==> src/inc/scr_defs.svh <==
/*
 * Constants of the serial configuration register bank: byte addresses,
 * bit positions, reset values and soft reset timing.
 * Assumes the includer runs on sys_clk at 250 MHz.
 */
`ifndef SCR_DEFS_SVH
`define SCR_DEFS_SVH

`define SCR_ADDR_SERIAL_CFG   15'h0000
`define SCR_ADDR_POWER_CFG    15'h0002
`define SCR_ADDR_PART_CLASS   15'h0003
`define SCR_ADDR_PART_NUM_LO  15'h0004
`define SCR_ADDR_PART_NUM_HI  15'h0005
`define SCR_ADDR_SILICON_REV  15'h0006
`define SCR_ADDR_MAKER_LO     15'h000C
`define SCR_ADDR_MAKER_HI     15'h000D
`define SCR_ADDR_USER_CFG     15'h0010

`define SCR_BIT_SOFT_RESET    7
`define SCR_BIT_ADDR_DIR      5
`define SCR_BIT_FOUR_WIRE     4
`define SCR_BIT_ADDR_HOLD     0

`define SCR_RST_POWER_STATE   2'h0
`define SCR_RST_ADDR_DIR      1'h1
`define SCR_RST_USER_CFG      8'h00

`define SCR_CLK_PERIOD_NS     4
`define SCR_SOFT_RST_NS       750
`define SCR_SOFT_RST_CYC      (`SCR_SOFT_RST_NS / `SCR_CLK_PERIOD_NS)

`endif

==> src/inc/scr_pkg.sv <==
/*
 * Types of the serial configuration register bank.
 * Assumes nothing beyond a SystemVerilog compiler.
 */
`default_nettype none
package scr_pkg;
   // serial pins as sampled
   typedef struct packed {
      logic sclk;
      logic csN;
      logic sdi;
   } scr_pins_t;

   // instruction phase of a transaction
   typedef struct packed {
      logic        read;
      logic [14:0] addr;
   } scr_cmd_t;

   typedef enum logic [2:0] {
      ST_IDLE = 3'b001,
      ST_CMD  = 3'b010,
      ST_DATA = 3'b100
   } scr_state_t;
endpackage
`default_nettype wire

==> src/rtl/scr_regs.sv <==
/*
 * Standard serial configuration and identification register bank
 * behind a four-wire serial port (mode 0: sample on rising clock,
 * shift out on falling clock, 16-bit instruction then data bytes).
 * Assumes the serial pins are asynchronous and toggle slowly enough
 * for the three-stage filter on sys_clk (sclk at most sys_clk / 8).
 */
`timescale 1ns/100ps
`default_nettype none
`include "scr_defs.svh"
module scr_regs
   import scr_pkg::*;
#(
   parameter logic [3:0]  PART_CLASS  = 4'h5,     // arbitrary value
   parameter logic [15:0] PART_NUMBER = 16'hA5C3, // arbitrary value
   parameter logic [7:0]  SILICON_REV = 8'h11,    // arbitrary value
   parameter logic [15:0] MAKER_CODE  = 16'h7E21, // arbitrary value
   parameter int          SOFT_RST_CYCLES = `SCR_SOFT_RST_CYC
) (
   input  wire logic sys_clk,
   input  wire logic nrst,
   input  wire logic spiSclk,
   input  wire logic spiCsN,
   input  wire logic spiSdi,
   output logic      spiSdo,
   output logic      spiSdoOe,
   output logic      devSoftReset,
   output logic      powerDown
);
   scr_pins_t   pinsIn;
   scr_pins_t   pinsSync;
   logic [2:0]  syncBits;
   logic        sclkPrev;
   logic        sclkRise;
   logic        sclkFall;
   logic        csActive;
   scr_state_t  state;
   logic [3:0]  bitCnt;
   logic [15:0] rxShift;
   logic [15:0] rxNext;
   logic [7:0]  txShift;
   scr_cmd_t    cmd;
   logic [14:0] curAddr;
   logic [14:0] next_addr;
   logic        cmdDone;
   logic        byteDone;
   logic        wrStrobe;
   logic        softStart;
   logic        softActive;
   logic        addrDir;
   logic [1:0]  powerState;
   logic [7:0]  userCfg;

   if (SOFT_RST_CYCLES < 1) begin : g_chk
      $error("scr_regs needs SOFT_RST_CYCLES of one or more");
   end

   // read-back image of the map; unmapped and reserved bytes read zero
   function automatic logic [7:0] readByte(input logic [14:0] a);
      logic [7:0] d;
      d = 8'h00;
      case (a)
         `SCR_ADDR_SERIAL_CFG: begin
            d[`SCR_BIT_ADDR_DIR]  = addrDir;
            d[`SCR_BIT_FOUR_WIRE] = 1'b1;
         end
         `SCR_ADDR_POWER_CFG:   d = {6'h00, powerState};
         `SCR_ADDR_PART_CLASS:  d = {4'h0, PART_CLASS};
         `SCR_ADDR_PART_NUM_LO: d = PART_NUMBER[7:0];
         `SCR_ADDR_PART_NUM_HI: d = PART_NUMBER[15:8];
         `SCR_ADDR_SILICON_REV: d = SILICON_REV;
         `SCR_ADDR_MAKER_LO:    d = MAKER_CODE[7:0];
         `SCR_ADDR_MAKER_HI:    d = MAKER_CODE[15:8];
         `SCR_ADDR_USER_CFG:    d = userCfg;
         default:               d = 8'h00;
      endcase
      return d;
   endfunction

   // pins pass the three-stage filter before any use
   assign pinsIn.sclk = spiSclk;
   assign pinsIn.csN  = spiCsN;
   assign pinsIn.sdi  = spiSdi;

   scr_sync #(
      .WIDTH   (3),
      .RST_VAL (3'h2)
   ) u_sync (
      .sys_clk (sys_clk),
      .nrst    (nrst),
      .asyncIn (pinsIn),
      .syncOut (syncBits)
   );
   assign pinsSync = scr_pins_t'(syncBits);

   // clock edge detection on the filtered clock
   always_ff @(posedge sys_clk or negedge nrst) begin
      if (!nrst) begin
         sclkPrev <= 1'b0;
      end else begin
         sclkPrev <= pinsSync.sclk;
      end
   end
   assign sclkRise = pinsSync.sclk & ~sclkPrev;
   assign sclkFall = ~pinsSync.sclk & sclkPrev;
   assign csActive = ~pinsSync.csN;

   // phase decode
   assign rxNext   = {rxShift[14:0], pinsSync.sdi};
   assign cmdDone  = (state == ST_CMD) && sclkRise && (bitCnt == 4'hF);
   assign byteDone = (state == ST_DATA) && sclkRise && (bitCnt == 4'h7);
   assign wrStrobe = byteDone && !cmd.read;
   assign softStart = wrStrobe && (curAddr == `SCR_ADDR_SERIAL_CFG) &&
                      rxNext[`SCR_BIT_SOFT_RESET];

   // streaming address step: hold beats direction
   always_comb begin
      if (userCfg[`SCR_BIT_ADDR_HOLD]) begin
         next_addr = curAddr;
      end else if (addrDir) begin
         next_addr = curAddr + 15'h0001;
      end else begin
         next_addr = curAddr - 15'h0001;
      end
   end

   // transaction sequencer; held idle while the soft reset runs,
   // since the host is expected to stay off the port meanwhile
   always_ff @(posedge sys_clk or negedge nrst) begin
      if (!nrst) begin
         state  <= ST_IDLE;
         bitCnt <= 4'h0;
      end else if (softActive || !csActive) begin
         state  <= ST_IDLE;
         bitCnt <= 4'h0;
      end else begin
         case (state)
            ST_IDLE: begin
               state  <= ST_CMD;
               bitCnt <= 4'h0;
            end
            ST_CMD: begin
               if (sclkRise) begin
                  bitCnt <= bitCnt + 4'h1;
                  if (bitCnt == 4'hF) begin
                     state <= ST_DATA;
                  end
               end
            end
            ST_DATA: begin
               if (sclkRise) begin
                  bitCnt <= (bitCnt == 4'h7) ? 4'h0 : bitCnt + 4'h1;
               end
            end
            default: begin
               state  <= ST_IDLE;
               bitCnt <= 4'h0;
            end
         endcase
      end
   end

   // input shift register
   always_ff @(posedge sys_clk or negedge nrst) begin
      if (!nrst) begin
         rxShift <= 16'h0000;
      end else if (sclkRise && state != ST_IDLE) begin
         rxShift <= rxNext;
      end
   end

   // instruction capture and streaming address
   always_ff @(posedge sys_clk or negedge nrst) begin
      if (!nrst) begin
         cmd     <= '0;
         curAddr <= 15'h0000;
      end else if (cmdDone) begin
         cmd     <= scr_cmd_t'(rxNext);
         curAddr <= rxNext[14:0];
      end else if (byteDone) begin
         curAddr <= next_addr;
      end
   end

   // soft reset stretcher; the bit itself is never stored
   scr_reset_gen #(
      .CYCLES  (SOFT_RST_CYCLES)
   ) u_rst (
      .sys_clk (sys_clk),
      .nrst    (nrst),
      .start   (softStart),
      .active  (softActive)
   );
   assign devSoftReset = softActive;

   // address direction bit
   always_ff @(posedge sys_clk or negedge nrst) begin
      if (!nrst) begin
         addrDir <= `SCR_RST_ADDR_DIR;
      end else if (softActive) begin
         addrDir <= `SCR_RST_ADDR_DIR;
      end else if (wrStrobe && curAddr == `SCR_ADDR_SERIAL_CFG) begin
         addrDir <= rxNext[`SCR_BIT_ADDR_DIR];
      end
   end

   // power-state field
   always_ff @(posedge sys_clk or negedge nrst) begin
      if (!nrst) begin
         powerState <= `SCR_RST_POWER_STATE;
      end else if (softActive) begin
         powerState <= `SCR_RST_POWER_STATE;
      end else if (wrStrobe && curAddr == `SCR_ADDR_POWER_CFG) begin
         powerState <= rxNext[1:0];
      end
   end
   // values 2 and 3 both power down; 0 and 1 run full power
   assign powerDown = powerState[1];

   // user configuration; reserved bits are kept as written
   always_ff @(posedge sys_clk or negedge nrst) begin
      if (!nrst) begin
         userCfg <= `SCR_RST_USER_CFG;
      end else if (softActive) begin
         userCfg <= `SCR_RST_USER_CFG;
      end else if (wrStrobe && curAddr == `SCR_ADDR_USER_CFG) begin
         userCfg <= rxNext[7:0];
      end
   end

   // output shifter: load at each byte boundary, shift on falling edge;
   // data is sampled at the boundary, so a byte written later in the
   // same stream is not seen by an earlier read
   always_ff @(posedge sys_clk or negedge nrst) begin
      if (!nrst) begin
         txShift <= 8'h00;
         spiSdo  <= 1'b0;
      end else if (cmdDone) begin
         txShift <= readByte(rxNext[14:0]);
      end else if (byteDone) begin
         txShift <= readByte(next_addr);
      end else if (sclkFall && state == ST_DATA && cmd.read) begin
         spiSdo  <= txShift[7];
         txShift <= {txShift[6:0], 1'b0};
      end
   end
   assign spiSdoOe = csActive;

   // helper read-back values, watched by the checks below; a process,
   // not assigns, so the state that the function reads is tracked
   logic [7:0] rdCfg;
   logic [7:0] rdClass;
   logic [7:0] rdPartLo;
   logic [7:0] rdPartHi;
   logic [7:0] rdRev;
   logic [7:0] rdMakerLo;
   logic [7:0] rdMakerHi;
   logic [7:0] rdReserved;
   always_comb begin
      rdCfg      = readByte(`SCR_ADDR_SERIAL_CFG);
      rdClass    = readByte(`SCR_ADDR_PART_CLASS);
      rdPartLo   = readByte(`SCR_ADDR_PART_NUM_LO);
      rdPartHi   = readByte(`SCR_ADDR_PART_NUM_HI);
      rdRev      = readByte(`SCR_ADDR_SILICON_REV);
      rdMakerLo  = readByte(`SCR_ADDR_MAKER_LO);
      rdMakerHi  = readByte(`SCR_ADDR_MAKER_HI);
      rdReserved = readByte(15'h0011);
   end
endmodule
`default_nettype wire

==> src/rtl/scr_sync.sv <==
/*
 * Three-stage input synchroniser with agreement filter.
 * Assumes inputs are asynchronous to sys_clk.
 */
`timescale 1ns/100ps
`default_nettype none
module scr_sync #(
   parameter int               WIDTH   = 3,
   parameter logic [WIDTH-1:0] RST_VAL = '0
) (
   input  wire logic             sys_clk,
   input  wire logic             nrst,
   input  wire logic [WIDTH-1:0] asyncIn,
   output logic      [WIDTH-1:0] syncOut
);
   logic [WIDTH-1:0] stage1;
   logic [WIDTH-1:0] stage2;
   logic [WIDTH-1:0] stage3;

   if (WIDTH < 1) begin : g_chk
      $error("scr_sync needs WIDTH of one or more");
   end

   // plain shift chain; stage1 feeds stage2 only
   always_ff @(posedge sys_clk or negedge nrst) begin
      if (!nrst) begin
         stage1 <= RST_VAL;
         stage2 <= RST_VAL;
         stage3 <= RST_VAL;
      end else begin
         stage1 <= asyncIn;
         stage2 <= stage1;
         stage3 <= stage2;
      end
   end

   // a bit changes only once stage2 and stage3 agree
   always_ff @(posedge sys_clk or negedge nrst) begin
      if (!nrst) begin
         syncOut <= RST_VAL;
      end else begin
         syncOut <= (stage2 & stage3) | (syncOut & (stage2 ^ stage3));
      end
   end
endmodule
`default_nettype wire

==> src/rtl/scr_reset_gen.sv <==
/*
 * Soft reset pulse stretcher: holds its output for CYCLES clocks.
 * Assumes start is a one-cycle pulse on sys_clk.
 */
`timescale 1ns/100ps
`default_nettype none
module scr_reset_gen #(
   parameter int CYCLES = 187
) (
   input  wire logic sys_clk,
   input  wire logic nrst,
   input  wire logic start,
   output logic      active
);
   localparam int CW = $clog2(CYCLES + 1);
   logic [CW-1:0] cnt;

   if (CYCLES < 1) begin : g_chk
      $error("scr_reset_gen needs CYCLES of one or more");
   end

   // a new start restarts the full interval
   always_ff @(posedge sys_clk or negedge nrst) begin
      if (!nrst) begin
         cnt    <= '0;
         active <= 1'b0;
      end else if (start) begin
         cnt    <= CW'(CYCLES);
         active <= 1'b1;
      end else if (cnt > CW'(1)) begin
         cnt    <= cnt - CW'(1);
      end else begin
         cnt    <= '0;
         active <= 1'b0;
      end
   end
endmodule
`default_nettype wire

==> config.mk <==
export PLATFORM = sky130hd
export DESIGN_NAME = scr_regs
export DESIGN_NICKNAME = d
export VERILOG_FILES = /design/src/inc/scr_pkg.sv /design/src/rtl/scr_regs.sv /design/src/rtl/scr_sync.sv /design/src/rtl/scr_reset_gen.sv
export VERILOG_INCLUDE_DIRS = /design/src /design/src/inc
export SDC_FILE = /design/constraint.sdc
export NUM_CORES = 1
export LEC_CHECK = 0
export BUFFER_PORTS_ARGS = -buffer_cell sky130_fd_sc_hd__buf_2
export CORE_MARGIN = 2
export CORE_UTILIZATION = 30
export DETAILED_ROUTE_END_ITERATION = 16
export PLACE_DENSITY = 0.47
export SYNTH_ARGS = -nofsm -noshare
export SYNTH_HDL_FRONTEND = slang
export SYNTH_SLANG_ARGS = --single-unit
==> constraint.sdc <==
create_clock -name sys_clk -period 7.9 [get_ports sys_clk]
set_clock_uncertainty 0.15 [all_clocks]
set_input_delay 0.395 -clock sys_clk [delete_from_list [all_inputs] [get_ports sys_clk]]
set_output_delay 0.395 -clock sys_clk [all_outputs]
set_load 0.01 [all_outputs]
==> results by group <==
Outcome
  • Status: finished clean

Finish
  • Multi-input gate area: 0.00277 mm2
  • # nets final: 544
  • Ant. Diodes: 0
  • Commonest non-fill, non-tap cells in the layout: dfrtp_1, nand2_1, o21ai_0
  • Commonest non-fill, non-tap cell in the layout: dfrtp_1
  • Seq. cell area: 0.00201 mm2
  • Share of post-route cells with drive strength above 1: 0.122
  • Filler cells: 1663
  • Fin util: 0.345
  • Area growth from synthesis to layout: 11.8%

Die
  • Core region area: 0.0160 mm2
  • Boundary pin count: 9
  • Initial core utilization: 0.309
  • Chip Width: 132 um
  • Die Span Y: 132 um
  • Die area: 0.0175 mm2
  • Row cnt: 46

Timing
  • Max_slew headroom: 0.267
  • Minimum clock period: 3690 ps
  • Worst slew pin tran: 1090 ps
  • Highest clock rate: 271 MHz
  • Final hold vios: 0
  • Setup violations, final: 0
  • Period utilisation layout: 0.467
  • Sum of negative setup slack: 0 ps
  • Max Slew Vio Count: 0
  • Min Hold Slack: 72.0 ps
  • RSZ-0062 raised after global routing: false
  • Final WS setup: 4210 ps

Worst setup path
  • WP buf/inv: 1
  • CP Capture Type: register
  • FF-to-FF path depth: 10
  • Crit Path Category: register to register
  • R2r setup slk: 4210 ps
  • Crit path DAT: 3790 ps
  • Critical Path RT: 8000 ps
  • CP cell instances: inv_1, ha_1, a21o_1, a31o_2, a32oi_1, mux2i_1, o211a_1, nand4b_1, o31a_1, a211oi_2
  • Crit path max-delay family: compound AO/OA/AOI/OAI gates
  • R2r endpoint: txShift[1]
  • Critical path launch point type: register
  • Max Fanout on Critical Path: 17
  • Slowest Stage Delay on Critical Path: 540 ps
  • Critical R2R Launch: addrDir
  • Slowest stage cell, crit path: dfstp_2

Logic synthesis
  • YS warnings: 0
  • Dominant cell type by area after synthesis: dfrtp_1
  • Largest family of logic cells by synthesized area: compound AO/OA/AOI/OAI gates
  • Sequential fraction of the synthesis area: 0.407
  • Cells after synthesis: 519
  • Post-Syn Area: 0.00494 mm2
  • Synthesized area per cell: 9.52 um2
  • Ys flop type: dfrtp_1
  • Share of the synthesized area in the top cell type: 0.375
  • Ys async rst share: 1.00
  • XOR/XNOR Fraction of Synth Area: 0.0355
  • Post-synthesis compound-gate area fraction: 0.232
  • EDFF count, synth: 0
  • #FFs+latches synth: 80
  • Synth area leaders: dfrtp_1, ha_1, o21ai_0
  • Distinct cells, synth: 66
  • Syn Nets: 544
  • Simple-Gate Fraction of Synth Area: 0.173
  • Adder-cell area share of the yosys netlist: 0.0522
  • Multiplexer share of the synthesized area: 0.0689

Clock network
  • Sinks on Clock Net: 80
  • Post-CTS setup-driven buffer insertion count: 0
  • H-Tree Depth: 3
  • Clk buf depth: 2
  • Root Driver: clkbuf_16
  • Clock Pin Slew Worst Setup and Hold Paths: 70 ps
  • Post-CTS resize count: 0
  • Clk_lat worst skew: 340 ps
  • CTS Buf Count: 9
  • TritonCTS clock tree: built

Route
  • Initial DRC count: 270
  • DR DRC count: 0
  • Via count: 4024
  • Routed wire per std cell: 17.2 um
  • Final wirelength: 12800 um
  • Via density: 5.44
  • Post-DRT Antenna Nets: 0
  • First-pass detailed-route iteration total: 5

Power
  • Clk pwr share: 0.393
  • Switching Share: 0.298
  • Leakage: 2.43 nW
  • Pwr Total: 1.10 mW
  • Reg power frac: 0.456
  • Cell internal pwr: 774 uW
  • Switching pwr: 329 uW
  • Combinational power share: 0.151
  • PwrDens: 200 mW/mm2
  • Peak supply drop: 109 uV

Placed design
  • DP Wirelength: 9050 um
  • Placer congestion estimate: 0.838
  • Port bufs: 8
  • Pre-CTS WS: 4250 ps

GRT
  • First-pass GRT wire length: 21300 um
  • Initial antenna violation count: 0
  • Vias in the first global route: 3976
  • Largest net degree at the start of global routing: 81
  • Total track usage: 0.152
  • Congestion Overflow GR: 0

Flow run
  • Max Cap Viol: 0

Worst hold path
  • Worst hold path class: input port to asynchronous set/reset pin
==> routing by layer <==
metal  global-route usage  vias up  routed length [um]
li1                     -     1947                   -
met1                0.211     1949                6140
met2                0.240      106                5910
met3               0.0285       22                 420
met4               0.0460        0                 284
met5                    0        -                   0
==> cell type report <==
cell class / count / share of cell area
sequential: 80 / 0.364
clock inverter: 6 / 0.0136
inverter: 14 / 0.00952
tap: 216 / 0.0489
clock buffer: 10 / 0.0433
timing repair buffer: 15 / 0.0186
multi-input combinational: 399 / 0.502
==> cell usage after synthesis (11+ instances only) <==
cell type and number:
xnor2_1 11, ha_1 19, a22oi_1 14, dfrtp_1 74, o21ai_0 43, nor3_1 12
clkbuf_1 21, nand2_1 44, nor2_1 38, mux2i_1 16, mux2_2 16, inv_1 14
a21oi_1 26
==> sequential cells by signal (all words and copies together) (netlist names), 4 cells and up <==
| name | cells |
|---|---|
| rxShift | 15 |
| userCfg | 8 |
| bitCnt | 4 |
| curAddr | 15 |
| txShift | 8 |
| u_rst.cnt | 8 |
==> what timing repair did <==
item / in CTS / in global routing
hold buffers: 3 / 0
endpoints found under the hold margin: 3 / 0
setup endpoints to repair: 0 / 0
==> how the worst max path moves through the flow <==
| stage | slack [ps] | end | cells past startpoint | start |
|---|---|---|---|---|
| CTS | 4220 | txShift[3] | 10 | addrDir |
| global placement | 4280 | txShift[3] | 10 | addrDir |
| global route | 3920 | txShift[4] | 10 | addrDir |
| floorplan | 4780 | txShift[0] | 11 | addrDir |
| detailed placement | 4250 | txShift[3] | 10 | addrDir |
| finish | 4210 | txShift[1] | 10 | addrDir |
==> kinds of logic (layout without fill, tap and decap cells) <==
family                   count (synthesis)  count (layout)
AO/OA/AOI/OAI                          164             164
XOR/XNOR                                20              20
adder cells (fa/ha/maj)                 20              20
buffers and inverters                   40              45
flip-flops                              80              80
multiplexers                            32              32
AND/OR/NAND/NOR                        163             163
==> metrics by stage <==
step / cells / instance area, um2
finish: 740 / 5520
detailed placement: 721 / 5180
global route: 740 / 5520
CTS: 740 / 5520
global placement: 721 / 5180
floorplan: 519 / 4940
==> power by group through the flow <==
| stage | Clock [mW] | Sequential [mW] | Combinational, mW |
|---|---|---|---|
| floorplan | 0 | 0.476 | 0.146 |
| global placement | 0 | 0.509 | 0.161 |
| detailed placement | 0 | 0.511 | 0.165 |
| CTS | 0.447 | 0.504 | 0.168 |
| global route | 0.463 | 0.511 | 0.189 |
| finish | 0.433 | 0.504 | 0.167 |
Note: power is estimated with default switching activity, not from simulation.
